==> src/core/tcs_pkg.sv <==
// Shared constants and types of the trip circuit supervisor.
package tcs_pkg;

  // Timing.
  localparam int CLK_HZ         = 125_000_000;
  localparam int SAMPLE_MS      = 500;
  localparam int TICK_CYC_DEF   = (CLK_HZ / 1000) * SAMPLE_MS;
  localparam int TICKS_PER_SEC  = 1000 / SAMPLE_MS;
  localparam int CNT_W          = 6;
  localparam logic [CNT_W-1:0] TWO_IN_SAMPLES = 6'h03;

  // Alarm delay in seconds for one-input mode.
  localparam logic [4:0] DELAY_MIN = 5'h01;
  localparam logic [4:0] DELAY_MAX = 5'h1E;
  localparam logic [4:0] DELAY_RST = 5'h02;

  // Sense pair coding, contact bit then breaker bit, low means activated.
  localparam logic [1:0] PAIR_OPEN_ON    = 2'h2;
  localparam logic [1:0] PAIR_OPEN_OFF   = 2'h3;
  localparam logic [1:0] PAIR_CLOSED_ON  = 2'h0;
  localparam logic [1:0] PAIR_CLOSED_OFF = 2'h1;

  localparam int NUM_CIRC = 3;

  // Register word offsets.
  localparam logic [7:0] OFS_CTRL   = 8'h00;
  localparam logic [7:0] OFS_DELAY  = 8'h04;
  localparam logic [7:0] OFS_ROUTE  = 8'h08;
  localparam logic [7:0] OFS_STATUS = 8'h0C;
  localparam logic [7:0] OFS_ISTAT  = 8'h10;
  localparam logic [7:0] OFS_IMASK  = 8'h14;

  // Control fields and reset values.
  localparam int CTRL_EN_BIT   = 0;
  localparam int CTRL_NUM_LSB  = 1;
  localparam int CTRL_TWO_LSB  = 4;
  localparam logic       EN_RST    = 1'b0;
  localparam logic [1:0] NUM_RST   = 2'h3;
  localparam logic [2:0] TWO_RST   = 3'h7;
  localparam logic [5:0] ROUTE_RST = 6'h3F;

  // Status fields.
  localparam int STAT_FAIL_LSB = 1;
  localparam int STAT_CFG_LSB  = 4;

  typedef struct packed {
    logic        cyc;
    logic        stb;
    logic        we;
    logic [7:0]  adr;
    logic [3:0]  sel;
    logic [31:0] dat;
  } tcs_wbreq_type;

endpackage

==> src/core/tcs_circuit.sv <==
// One supervised trip circuit: input synchroniser, sample qualification and alarm.
`timescale 1ns/1ps
module tcs_circuit
  import tcs_pkg::*;
(
  // Clock and reset.
  input  wire logic             clk,
  input  wire logic             rst_b,
  // Control from the supervisor.
  input  wire logic             tick,
  input  wire logic             active,
  input  wire logic             twoInput,
  input  wire logic             sysFault,
  input  wire logic [CNT_W-1:0] delayTicks,
  // Sense pins.
  input  wire logic             contactPin,
  input  wire logic             breakerPin,
  // Result.
  output logic                  failAlarm
);

  logic             contactMeta_r, contactMeta_nxt;
  logic             contactSync_r, contactSync_nxt;
  logic             breakerMeta_r, breakerMeta_nxt;
  logic             breakerSync_r, breakerSync_nxt;
  logic [CNT_W-1:0] badCnt_r, badCnt_nxt;
  logic [CNT_W-1:0] goodCnt_r, goodCnt_nxt;
  logic             failAlarm_r, failAlarm_nxt;
  logic [CNT_W-1:0] need;
  logic             abnormal;

  always_comb
  begin
    contactMeta_nxt = contactPin;
    contactSync_nxt = contactMeta_r;
    breakerMeta_nxt = breakerPin;
    breakerSync_nxt = breakerMeta_r;
    badCnt_nxt      = badCnt_r;
    goodCnt_nxt     = goodCnt_r;
    failAlarm_nxt   = failAlarm_r;
    need            = twoInput ? TWO_IN_SAMPLES : delayTicks;
    if (twoInput)
      abnormal = ({contactSync_r, breakerSync_r} == PAIR_CLOSED_ON);
    else
      abnormal = !contactSync_r;
    if (!active)
    begin
      badCnt_nxt    = '0;
      goodCnt_nxt   = '0;
      failAlarm_nxt = 1'b0;
    end
    else if (tick)
    begin
      if (sysFault)
      begin
        // A trip during a system fault must not count toward an alarm.
        badCnt_nxt = '0;
      end
      else if (abnormal)
      begin
        goodCnt_nxt = '0;
        if (badCnt_r < need)
          badCnt_nxt = badCnt_r + 6'h01;
        if (badCnt_r + 6'h01 >= need)
          failAlarm_nxt = 1'b1;
      end
      else
      begin
        badCnt_nxt = '0;
        if (goodCnt_r < need)
          goodCnt_nxt = goodCnt_r + 6'h01;
        if (goodCnt_r + 6'h01 >= need)
          failAlarm_nxt = 1'b0;
      end
    end
  end

  always_ff @(posedge clk or negedge rst_b)
  begin
    if (!rst_b)
    begin
      contactMeta_r <= 1'b1;
      contactSync_r <= 1'b1;
      breakerMeta_r <= 1'b1;
      breakerSync_r <= 1'b1;
      badCnt_r      <= '0;
      goodCnt_r     <= '0;
      failAlarm_r   <= 1'b0;
    end
    else
    begin
      contactMeta_r <= contactMeta_nxt;
      contactSync_r <= contactSync_nxt;
      breakerMeta_r <= breakerMeta_nxt;
      breakerSync_r <= breakerSync_nxt;
      badCnt_r      <= badCnt_nxt;
      goodCnt_r     <= goodCnt_nxt;
      failAlarm_r   <= failAlarm_nxt;
    end
  end

  assign failAlarm = failAlarm_r;
endmodule

==> src/core/tcs_supervisor.sv <==
// Trip circuit supervisor top: tick, registers over Wishbone, interrupts and three circuits.
`timescale 1ns/1ps
module tcs_supervisor
  import tcs_pkg::*;
#(
  parameter int TICK_CYC = TICK_CYC_DEF
)
(
  // Clock and reset.
  input  wire logic                clk,
  input  wire logic                rst_b,
  // Wishbone slave.
  input  wire tcs_wbreq_type       wbReq,
  output logic [31:0]              wbRdDat,
  output logic                     wbAck,
  // Sense pins and system fault.
  input  wire logic [NUM_CIRC-1:0] contactSense,
  input  wire logic [NUM_CIRC-1:0] breakerSense,
  input  wire logic                sysFaultPin,
  // Indications.
  output logic [NUM_CIRC-1:0]      failAlarm,
  output logic [NUM_CIRC-1:0]      circuitConfigFailAlarm,
  output logic                     supervisionOffIndication,
  output logic                     irq
);

  localparam int TW = $clog2(TICK_CYC);

  // Bus and register state.
  logic                ack_r, ack_nxt;
  logic [31:0]         dat_r, dat_nxt;
  logic                enable_r, enable_nxt;
  logic [1:0]          numCirc_r, numCirc_nxt;
  logic [2:0]          twoIn_r, twoIn_nxt;
  logic [4:0]          delay_r, delay_nxt;
  logic [5:0]          route_r, route_nxt;
  logic [5:0]          iStat_r, iStat_nxt;
  logic [5:0]          iMask_r, iMask_nxt;
  logic                irq_r, irq_nxt;
  // Supervision state.
  logic [TW-1:0]       tickCnt_r, tickCnt_nxt;
  logic                tick_r, tick_nxt;
  logic                faultMeta_r, faultMeta_nxt;
  logic                faultSync_r, faultSync_nxt;
  logic [2:0]          cfgFail_r, cfgFail_nxt;
  logic                off_r, off_nxt;
  logic [2:0]          failPrev_r, failPrev_nxt;
  logic [2:0]          cfgPrev_r, cfgPrev_nxt;
  logic [2:0]          inUse;
  logic [2:0]          active;
  logic [2:0]          failInt;
  logic [CNT_W-1:0]    delayTicks;
  logic                req;
  logic                wr;
  logic [4:0]          wDelay;

  // A request is taken only while ack is low, so a strobe held through the ack cycle is not answered twice.
  assign req = wbReq.cyc && wbReq.stb && !ack_r;
  assign wr  = req && wbReq.we && wbReq.sel[0];
  assign delayTicks = CNT_W'({1'b0, delay_r} * TICKS_PER_SEC);

  // Register file and bus answer.
  always_comb
  begin
    ack_nxt     = req;
    dat_nxt     = '0;
    enable_nxt  = enable_r;
    numCirc_nxt = numCirc_r;
    twoIn_nxt   = twoIn_r;
    delay_nxt   = delay_r;
    route_nxt   = route_r;
    iMask_nxt   = iMask_r;
    wDelay      = wbReq.dat[4:0];
    // Set wins over a write-one clear in the same cycle.
    iStat_nxt = iStat_r | {cfgFail_r & ~cfgPrev_r, failInt & ~failPrev_r};
    if (wr)
    begin
      case (wbReq.adr)
        OFS_CTRL:
        begin
          enable_nxt  = wbReq.dat[CTRL_EN_BIT];
          numCirc_nxt = wbReq.dat[CTRL_NUM_LSB +: 2];
          twoIn_nxt   = wbReq.dat[CTRL_TWO_LSB +: 3];
        end
        OFS_DELAY:
        begin
          // Out-of-range delays are clamped rather than refused, so a read shows what is in force.
          if (wDelay < DELAY_MIN)
            delay_nxt = DELAY_MIN;
          else if (wDelay > DELAY_MAX)
            delay_nxt = DELAY_MAX;
          else
            delay_nxt = wDelay;
        end
        OFS_ROUTE: route_nxt = wbReq.dat[5:0];
        OFS_ISTAT: iStat_nxt = (iStat_r & ~wbReq.dat[5:0]) | {cfgFail_r & ~cfgPrev_r, failInt & ~failPrev_r};
        OFS_IMASK: iMask_nxt = wbReq.dat[5:0];
        default: ;
      endcase
    end
    if (req && !wbReq.we)
    begin
      case (wbReq.adr)
        OFS_CTRL:   dat_nxt = {25'h0, twoIn_r, 1'b0, numCirc_r, enable_r};
        OFS_DELAY:  dat_nxt = {27'h0, delay_r};
        OFS_ROUTE:  dat_nxt = {26'h0, route_r};
        OFS_STATUS: dat_nxt = {25'h0, cfgFail_r, failInt, off_r};
        OFS_ISTAT:  dat_nxt = {26'h0, iStat_r};
        OFS_IMASK:  dat_nxt = {26'h0, iMask_r};
        default:    dat_nxt = '0;
      endcase
    end
    irq_nxt = |(iStat_r & iMask_r);
  end

  always_ff @(posedge clk or negedge rst_b)
  begin
    if (!rst_b)
    begin
      ack_r     <= 1'b0;
      dat_r     <= '0;
      enable_r  <= EN_RST;
      numCirc_r <= NUM_RST;
      twoIn_r   <= TWO_RST;
      delay_r   <= DELAY_RST;
      route_r   <= ROUTE_RST;
      iStat_r   <= '0;
      iMask_r   <= '0;
      irq_r     <= 1'b0;
    end
    else
    begin
      ack_r     <= ack_nxt;
      dat_r     <= dat_nxt;
      enable_r  <= enable_nxt;
      numCirc_r <= numCirc_nxt;
      twoIn_r   <= twoIn_nxt;
      delay_r   <= delay_nxt;
      route_r   <= route_nxt;
      iStat_r   <= iStat_nxt;
      iMask_r   <= iMask_nxt;
      irq_r     <= irq_nxt;
    end
  end

  // Tick, fault synchroniser, configuration check and off indication.
  always_comb
  begin
    faultMeta_nxt = sysFaultPin;
    faultSync_nxt = faultMeta_r;
    failPrev_nxt  = failInt;
    cfgPrev_nxt   = cfgFail_r;
    tickCnt_nxt   = '0;
    tick_nxt      = 1'b0;
    off_nxt       = !enable_r;
    cfgFail_nxt   = '0;
    if (enable_r)
    begin
      if (tickCnt_r == TW'(TICK_CYC - 1))
        tick_nxt = 1'b1;
      else
        tickCnt_nxt = tickCnt_r + TW'(1);
      for (int i = 0; i < NUM_CIRC; i++)
      begin
        // One input needs the contact sense routed and the breaker sense not routed, two need both.
        if (inUse[i])
          cfgFail_nxt[i] = !route_r[i] || (twoIn_r[i] != route_r[i+3]);
      end
    end
  end

  always_ff @(posedge clk or negedge rst_b)
  begin
    if (!rst_b)
    begin
      tickCnt_r   <= '0;
      tick_r      <= 1'b0;
      faultMeta_r <= 1'b0;
      faultSync_r <= 1'b0;
      cfgFail_r   <= '0;
      off_r       <= 1'b1;
      failPrev_r  <= '0;
      cfgPrev_r   <= '0;
    end
    else
    begin
      tickCnt_r   <= tickCnt_nxt;
      tick_r      <= tick_nxt;
      faultMeta_r <= faultMeta_nxt;
      faultSync_r <= faultSync_nxt;
      cfgFail_r   <= cfgFail_nxt;
      off_r       <= off_nxt;
      failPrev_r  <= failPrev_nxt;
      cfgPrev_r   <= cfgPrev_nxt;
    end
  end

  // Each circuit is gated here, so an unused or misrouted one never raises an alarm.
  genvar g;
  generate
    for (g = 0; g < NUM_CIRC; g++)
    begin : gCirc
      assign inUse[g]  = (numCirc_r > 2'(g));
      assign active[g] = enable_r && inUse[g] && !cfgFail_r[g];
      tcs_circuit uCirc (
        .clk        (clk),
        .rst_b      (rst_b),
        .tick       (tick_r),
        .active     (active[g]),
        .twoInput   (twoIn_r[g]),
        .sysFault   (faultSync_r),
        .delayTicks (delayTicks),
        .contactPin (contactSense[g]),
        .breakerPin (breakerSense[g]),
        .failAlarm  (failInt[g])
      );
    end
  endgenerate

  assign wbAck                    = ack_r;
  assign wbRdDat                  = dat_r;
  assign failAlarm                = failInt;
  assign circuitConfigFailAlarm   = cfgFail_r;
  assign supervisionOffIndication = off_r;
  assign irq                      = irq_r;
endmodule

==> config.mk <==
export PLATFORM = sky130hd
export DESIGN_NAME = tcs_supervisor
export DESIGN_NICKNAME = d
export VERILOG_FILES = /design/src/core/tcs_pkg.sv /design/src/core/tcs_circuit.sv /design/src/core/tcs_supervisor.sv
export SDC_FILE = /design/constraint.sdc
export NUM_CORES = 1
export LEC_CHECK = 0
export BUFFER_PORTS_ARGS = -buffer_cell sky130_fd_sc_hd__buf_2
export CAP_MARGIN = 15
export CORE_MARGIN = 4
export CORE_UTILIZATION = 51
export CTS_CLUSTER_SIZE = 10
export DETAILED_ROUTE_END_ITERATION = 7
export PLACE_DENSITY = 0.75
export SLEW_MARGIN = 20
export SYNTH_ARGS = -nofsm -noshare
export SYNTH_HDL_FRONTEND = slang
export SYNTH_SLANG_ARGS = --single-unit
export TNS_END_PERCENT = 1
==> constraint.sdc <==
create_clock -name clk -period 2.7 [get_ports clk]
set_input_delay 0.54 -clock clk [delete_from_list [all_inputs] [get_ports clk]]
set_output_delay 0.54 -clock clk [all_outputs]
set_load 0.02 [all_outputs]
Word-level counts from Yosys, hierarchy flattened:

Index checks and enable logic that the tools add are counted.

* output and inout port bits: 41
* word-level logic and storage cells: 211
* bits of input ports: 56
* bits in registers: 153

* bitwise operators: 9
* equal/unequal tests: 27
* multiplexer cells: 68
* $lt $le $gt $ge: 17
* $add $sub $neg: 7
* reduce and logical (&&, ||, !) cells: 44

Operators with widths (count)
* two-way mux 6 bit: 35
* two-way mux 26 bit: 2
* one-hot mux 7 bit (6 select lines): 1
* adder 6 x 1 -> 6 bit, second input constant: 6
* >= comparator 6 bit: 6
* less-than comparator 6 bit: 6
* inequality test 3 bit, second input constant: 9
* adder 26 x 1 -> 26 bit, second input constant: 1
* == test 26 bit, second input constant: 1
* two-way mux 1 bit: 26
* == test 8 x 4 -> 1 bit, second input constant: 2
* == test 8 x 5 -> 1 bit, second input constant: 2
* AND reduction 2 bit: 7
* AND 6 bit: 2
* zero test 1 bit: 12
* inequality test 2 bit, second input constant: 6
* inequality test 4 bit, second input constant: 3
* bitwise OR 6 bit: 2
* AND reduction 4 bit: 3
* logical AND 1 bit: 11
* two-way mux 5 bit: 2
* AND reduction 3 bit: 3
* == test 8 x 3 -> 1 bit, second input constant: 1
* zero test 8 bit: 1
* other kinds (13): 22

Logic depth before layout (Yosys ltp):

* depth in word-level cells: 7
* depth in mapped cells: 9

Hierarchy:

Synthesis repeated with hierarchy kept, for this count alone.

* cell total of the unflattened synthesis: 768
* area total of the unflattened synthesis: 7925.1 um^2

Modules (own cells, without submodules)
* tcs_supervisor: cells each 354, seq. area each 1943.1 um^2, area each 3847.4 um^2, times used 1
* tcs_circuit at gCirc[0].uCirc ...: cells each 141, seq. area each 430.4 um^2, area each 1377.6 um^2, times used 2
* tcs_circuit at gCirc[2].uCirc: cells each 132, seq. area each 430.4 um^2, area each 1322.5 um^2, times used 1

Worst setup path after synthesis:

Ideal clock, no wire load.

* kind: register to register
* start point: reg twoIn_r[0]
* end point: reg gCirc[0].uCirc.goodCnt_r[2]
* data required time: 2.574 ns
* arrival: 2.299 ns
* path slack: 0.275 ns
* path buffers: 1
* library setup time: 0.126 ns
* period minus slack after synthesis: 2.425 ns
* stages on the path, launching flop included: 9
* cell sequence: dfstp_2 > clkbuf_1 > nor2_1 > ha_1 > nor2b_1 > o211ai_1 > a21oi_1 > o311a_1 > a221o_1

* word-level cells in the longest chain between the ends: 5
* elaborated cells on any way between the ends: 9
* those cells by class: order compare (1); eq/ne (1); mux (6); reduce/logical (1)

Ends and longest elaborated chain
* from (decl): line tcs_supervisor.sv:34 `logic [2:0] twoIn_r, twoIn_nxt;`
* from (signal assigned): line tcs_supervisor.sv:137 `twoIn_r <= twoIn_nxt;`
* branches (longest 5 deep; another with less-than comparator 6 bit)
* to (signal assigned): line tcs_circuit.sv:97 `goodCnt_r <= goodCnt_nxt;`
* to (decl): line tcs_circuit.sv:27 `logic [CNT_W-1:0] goodCnt_r, goodCnt_nxt;`

Parallel ways; which one is timed is not known. The select of a mux whose other input is x is not followed.
A chain may end at the register's enable or synchronous reset.

Worst setup path after layout:

* start point: reg twoIn_r[0]
* end point: reg gCirc[0].uCirc.badCnt_r[1]

* word-level cells in the longest chain between the ends: 5
* elaborated cells on any way between the ends: 9
* those cells by class: order compare (1); eq/ne (1); mux (6); reduce/logical (1)

Ends and longest elaborated chain
* branches (longest 5 deep; another with less-than comparator 6 bit)
* to (signal assigned): line tcs_circuit.sv:96 `badCnt_r <= badCnt_nxt;`
* to (decl): line tcs_circuit.sv:26 `logic [CNT_W-1:0] badCnt_r, badCnt_nxt;`

Parallel ways; which one is timed is not known. The select of a mux whose other input is x is not followed.

==> reports/metrics.csv <==
stage,metric,value,unit
synthesis,main flop type after synthesis,dfrtp_1,
placed_design,DP HPWL,12200,um
floorplanning,Chip Width,131,um
power,Leak Pwr,4.05,nW
placed_design,RD Place Congestion,0.866,
timing,FMAX,399,MHz
clocking,cts repair resizes,0,
final_layout,Nets,953,
timing,Final Critical Period,2500,ps
clocking,Max Root-Sink Buffers,2,
synthesis,synthesized area,7730,um2
synthesis,async set or reset register ratio after synthesis,100,%
placed_design,number of cells after detailed placement,983,
timing,endpoints failing setup,0,
synthesis,Yosys top cell by area,dfrtp_1,
routing,max layer used,met4,
power,Int Power,3.81,mW
routing,final WL,16700,um
clocking,CTS Buf Count,17,
timing,Slew HR,54.5,%
routing,Final ANT Viol Nets,0,
routing,DRT met1 WL,7510,um
worst_setup_path,Worst EP arrival,2810,ps
timing,Sum Neg Setup Slack,0,ps
floorplanning,CORE AREA,14700,um2
global_route,largest net degree at the start of global routing,71,
floorplanning,die area,17200,um2
clocking,CTS tree,yes,
global_route,vias in the first global route,5780,
routing,wire length per cell,16.5,um
clocking,clock sinks,128,
power,Flop pwr share,41.6,%
floorplanning,number of placement rows,44,
worst_setup_path,CP Capture Type,flip-flop,
clocking,setup bufs post-CTS,0,
power,Net Sw Frac,23.0,%
global_route,GRT overflow,0,
routing,drt pass-1 iters,4,
clocking,depth of the CTS H-tree,4,
timing,Final Skew,10.5,ps
routing,routed wl met2,7930,um
routing,# DRC,0,
synthesis,area share of the largest cell type after synthesis,33.3,%
synthesis,Synth top cells by count,"dfrtp_1, ha_1, nor2_1",
final_layout,Finished Layout Cells,1015,
worst_setup_path,WP data required,3010,ps
worst_setup_path,reg2reg path depth,6,
clocking,Worst-Skew Late Latency,430,ps
timing,Tcrit/Tclk final,92.7,%
worst_setup_path,Worst Path Max Fanout,7,
worst_setup_path,"Worst Path Class, Setup",reg -> reg,
synthesis,"EDFF count, synth",0,
routing,via count,5821,
final_layout,layout cells sized above 1,16.8,%
synthesis,count of different cell masters after synthesis,62,
timing,max-slew violations,0,
timing,final worst slack,197,ps
global_route,GRT Overall Usage,20.2,%
final_layout,Fill cells,1218,
placed_design,Area after DPL,8080,um2
clocking,clock root buffer,clkbuf_16,
synthesis,Gate Count Post-Synth,767,
power,Comb pwr share,6.7,%
status,status,finished clean,
routing,Iteration-0 DRC Markers,337,
power,Worst VDD drop,0.000496,V
synthesis,main area contributors after synthesis,"dfrtp_1, ha_1, dfstp_2, xnor2_1, nor2_1",
clocking,hold buffer count at CTS,0,
clocking,Worst-path clk slew,60,ps
min_path,Tightest Hold Check Type,in -> async,
global_route,first-pass GRT wire length,28500,um
final_layout,Area Growth Syn to Fin,13.1,%
worst_setup_path,startpoint types,flip-flop,
final_layout,multi-input combinational cell area,4160,um2
power,net switching power figure,1.13,mW
final_layout,FF/Latch Area,3230,um2
placed_design,pre-CTS setup slack,74.7,ps
synthesis,yosys warns,0,
floorplanning,# IOs,97,
global_route,antenna violations before repair,0,
floorplanning,die height,131,um
final_layout,n_diodes,0,
final_layout,post-route core utilization,59.5,%
timing,hold violation count in the final report,0,
routing,metal3 WL,792,um
power,clock group share of total power,51.7,%
job,max-cap viol count,0,
synthesis,Yosys reg bits,128,
floorplanning,initial core utilization,52.6,%
final_layout,Finished Cell Area,8740,um2
routing,vias per cell,5.73,
power,Pwr Density,565,nW/um2
synthesis,Post-Syn Area per Cell,10.1,um2
timing,unrepaired setup endpoints after global routing,false,
placed_design,I/O Buffers,43,
synthesis,top-count cell post-synth,dfrtp_1,
synthesis,sequential fraction of the synthesis area,41.8,%
timing,Worst Tran Pin Value,676,ps
-- power groups by stage --
stage               clock network, mW  registers [mW]  logic [mW]
CTS                              2.60            2.06       0.334
floorplan                           0            2.08       0.249
global route                     2.68            2.07       0.380
finish                           2.55            2.06       0.331
detailed placement                  0            2.09       0.332
global placement                    0            2.09       0.321
-- metal layers --
| layer | vias up | track usage [%] |
|---|---|---|
| li1 | 2806 | - |
| met1 | 2822 | 26.8 |
| met2 | 152 | 32.0 |
| met3 | 41 | 4.32 |
| met4 | 0 | 9.16 |
| met5 | - | 0 |
-- layout by cell type, fill, tap and decap left out, drive strengths merged, types with 3 or more instances in the layout --
| cell type | instances |
|---|---|
| a2111oi | 3 |
| a211oi | 4 |
| a21o | 14 |
| a21oi | 27 |
| a22o | 11 |
| a22oi | 8 |
| a31oi | 8 |
| a32o | 7 |
| and2 | 3 |
| and3 | 4 |
| and4 | 5 |
| buf | 56 |
| bufinv | 5 |
| clkbuf | 20 |
| clkinv | 4 |
| conb | 25 |
| dfrtp | 103 |
| dfstp | 25 |
| ha | 79 |
| inv | 31 |
| mux2 | 18 |
| mux2i | 11 |
| nand2 | 61 |
| nand2b | 16 |
| nand3 | 29 |
| nand4 | 7 |
| nor2 | 66 |
| nor2b | 10 |
| nor3 | 19 |
| nor4 | 5 |
| o211ai | 9 |
| o21a | 5 |
| o21ai | 36 |
| o22a | 4 |
| o31ai | 5 |
| or2 | 4 |
| or4 | 6 |
| xnor2 | 32 |
| xor2 | 17 |
-- worst paths after layout --
path,startpoint,end,slack (ps)
max,twoIn_r[0]$_DFFE_PN1P_,gCirc[0].uCirc.badCnt_r[1]$_DFFE_PN0P_,200
min,rst_b,gCirc[0].uCirc.goodCnt_r[2]$_DFFE_PN0P_,100
max reg2reg,twoIn_r[0]$_DFFE_PN1P_,gCirc[0].uCirc.badCnt_r[1]$_DFFE_PN0P_,200
min reg2reg,faultMeta_r$_DFF_PN0_,faultSync_r$_DFF_PN0_,350
max in group asynchronous,rst_b,route_r[1]$_DFFE_PN1P_,1910
min in group clk,contactSense[0],gCirc[0].uCirc.contactMeta_r$_DFF_PN1_,210
-- final cells by class --
cell class	instances	area share, %
Multi-Input combinational cell	585	47.6
Tap cell	184	2.63
Sequential cell	128	37.0
Clock buffer	20	5.22
Clock inverter	12	2.35
Inverter	30	1.29
Timing Repair Buffer	56	3.93
-- sequential cells by signal, summed over array words and instances (netlist names), 2 cells and up --
register and count:
gCirc.uCirc.contactSync_r 3, route_r 6, gCirc.uCirc.failAlarm 3, gCirc.uCirc.contactMeta_r 3, wbRdDat 7, gCirc.uCirc.goodCnt_r 18
gCirc.uCirc.breakerMeta_r 3, iStat_r 6, gCirc.uCirc.badCnt_r 18, cfgPrev_r 3, circuitConfigFailAlarm 3, delay_r 5
numCirc_r 2, gCirc.uCirc.breakerSync_r 3, tickCnt_r 26, twoIn_r 3, failPrev_r 3, iMask_r 6
-- worst max-delay path, cell delays in order (launching register included) --
cell,delay (ps)
dfstp_2,580
nand2b_1,250
ha_1,280
a2111oi_0,420
a21o_1,230
o21ai_0,270
a32o_1,360
-- cell families (layout without fill, tap and decap cells) --
kind of cell	Yosys count	count (layout)	share of synthesized area (%)
xor+xnor	49	49	5.55
mux	31	31	4.63
flops	128	128	41.8
simple gates	245	245	15.9
other cells	1	25	0.0485
compound gates	156	156	13.8
fa+ha+maj	79	79	12.8
buf+inv	78	118	5.53
-- through the flow --
stage / hold slack (ps) / power [mW]
3_3_place_gp: 337 / 2.41
6_report: 99.7 / 4.94
4_1_cts: 131 / 4.99
2_1_floorplan: 244 / 2.33
3_5_place_dp: 336 / 2.42
5_1_grt: 140 / 5.13
(Power assumes the default switching activity.)
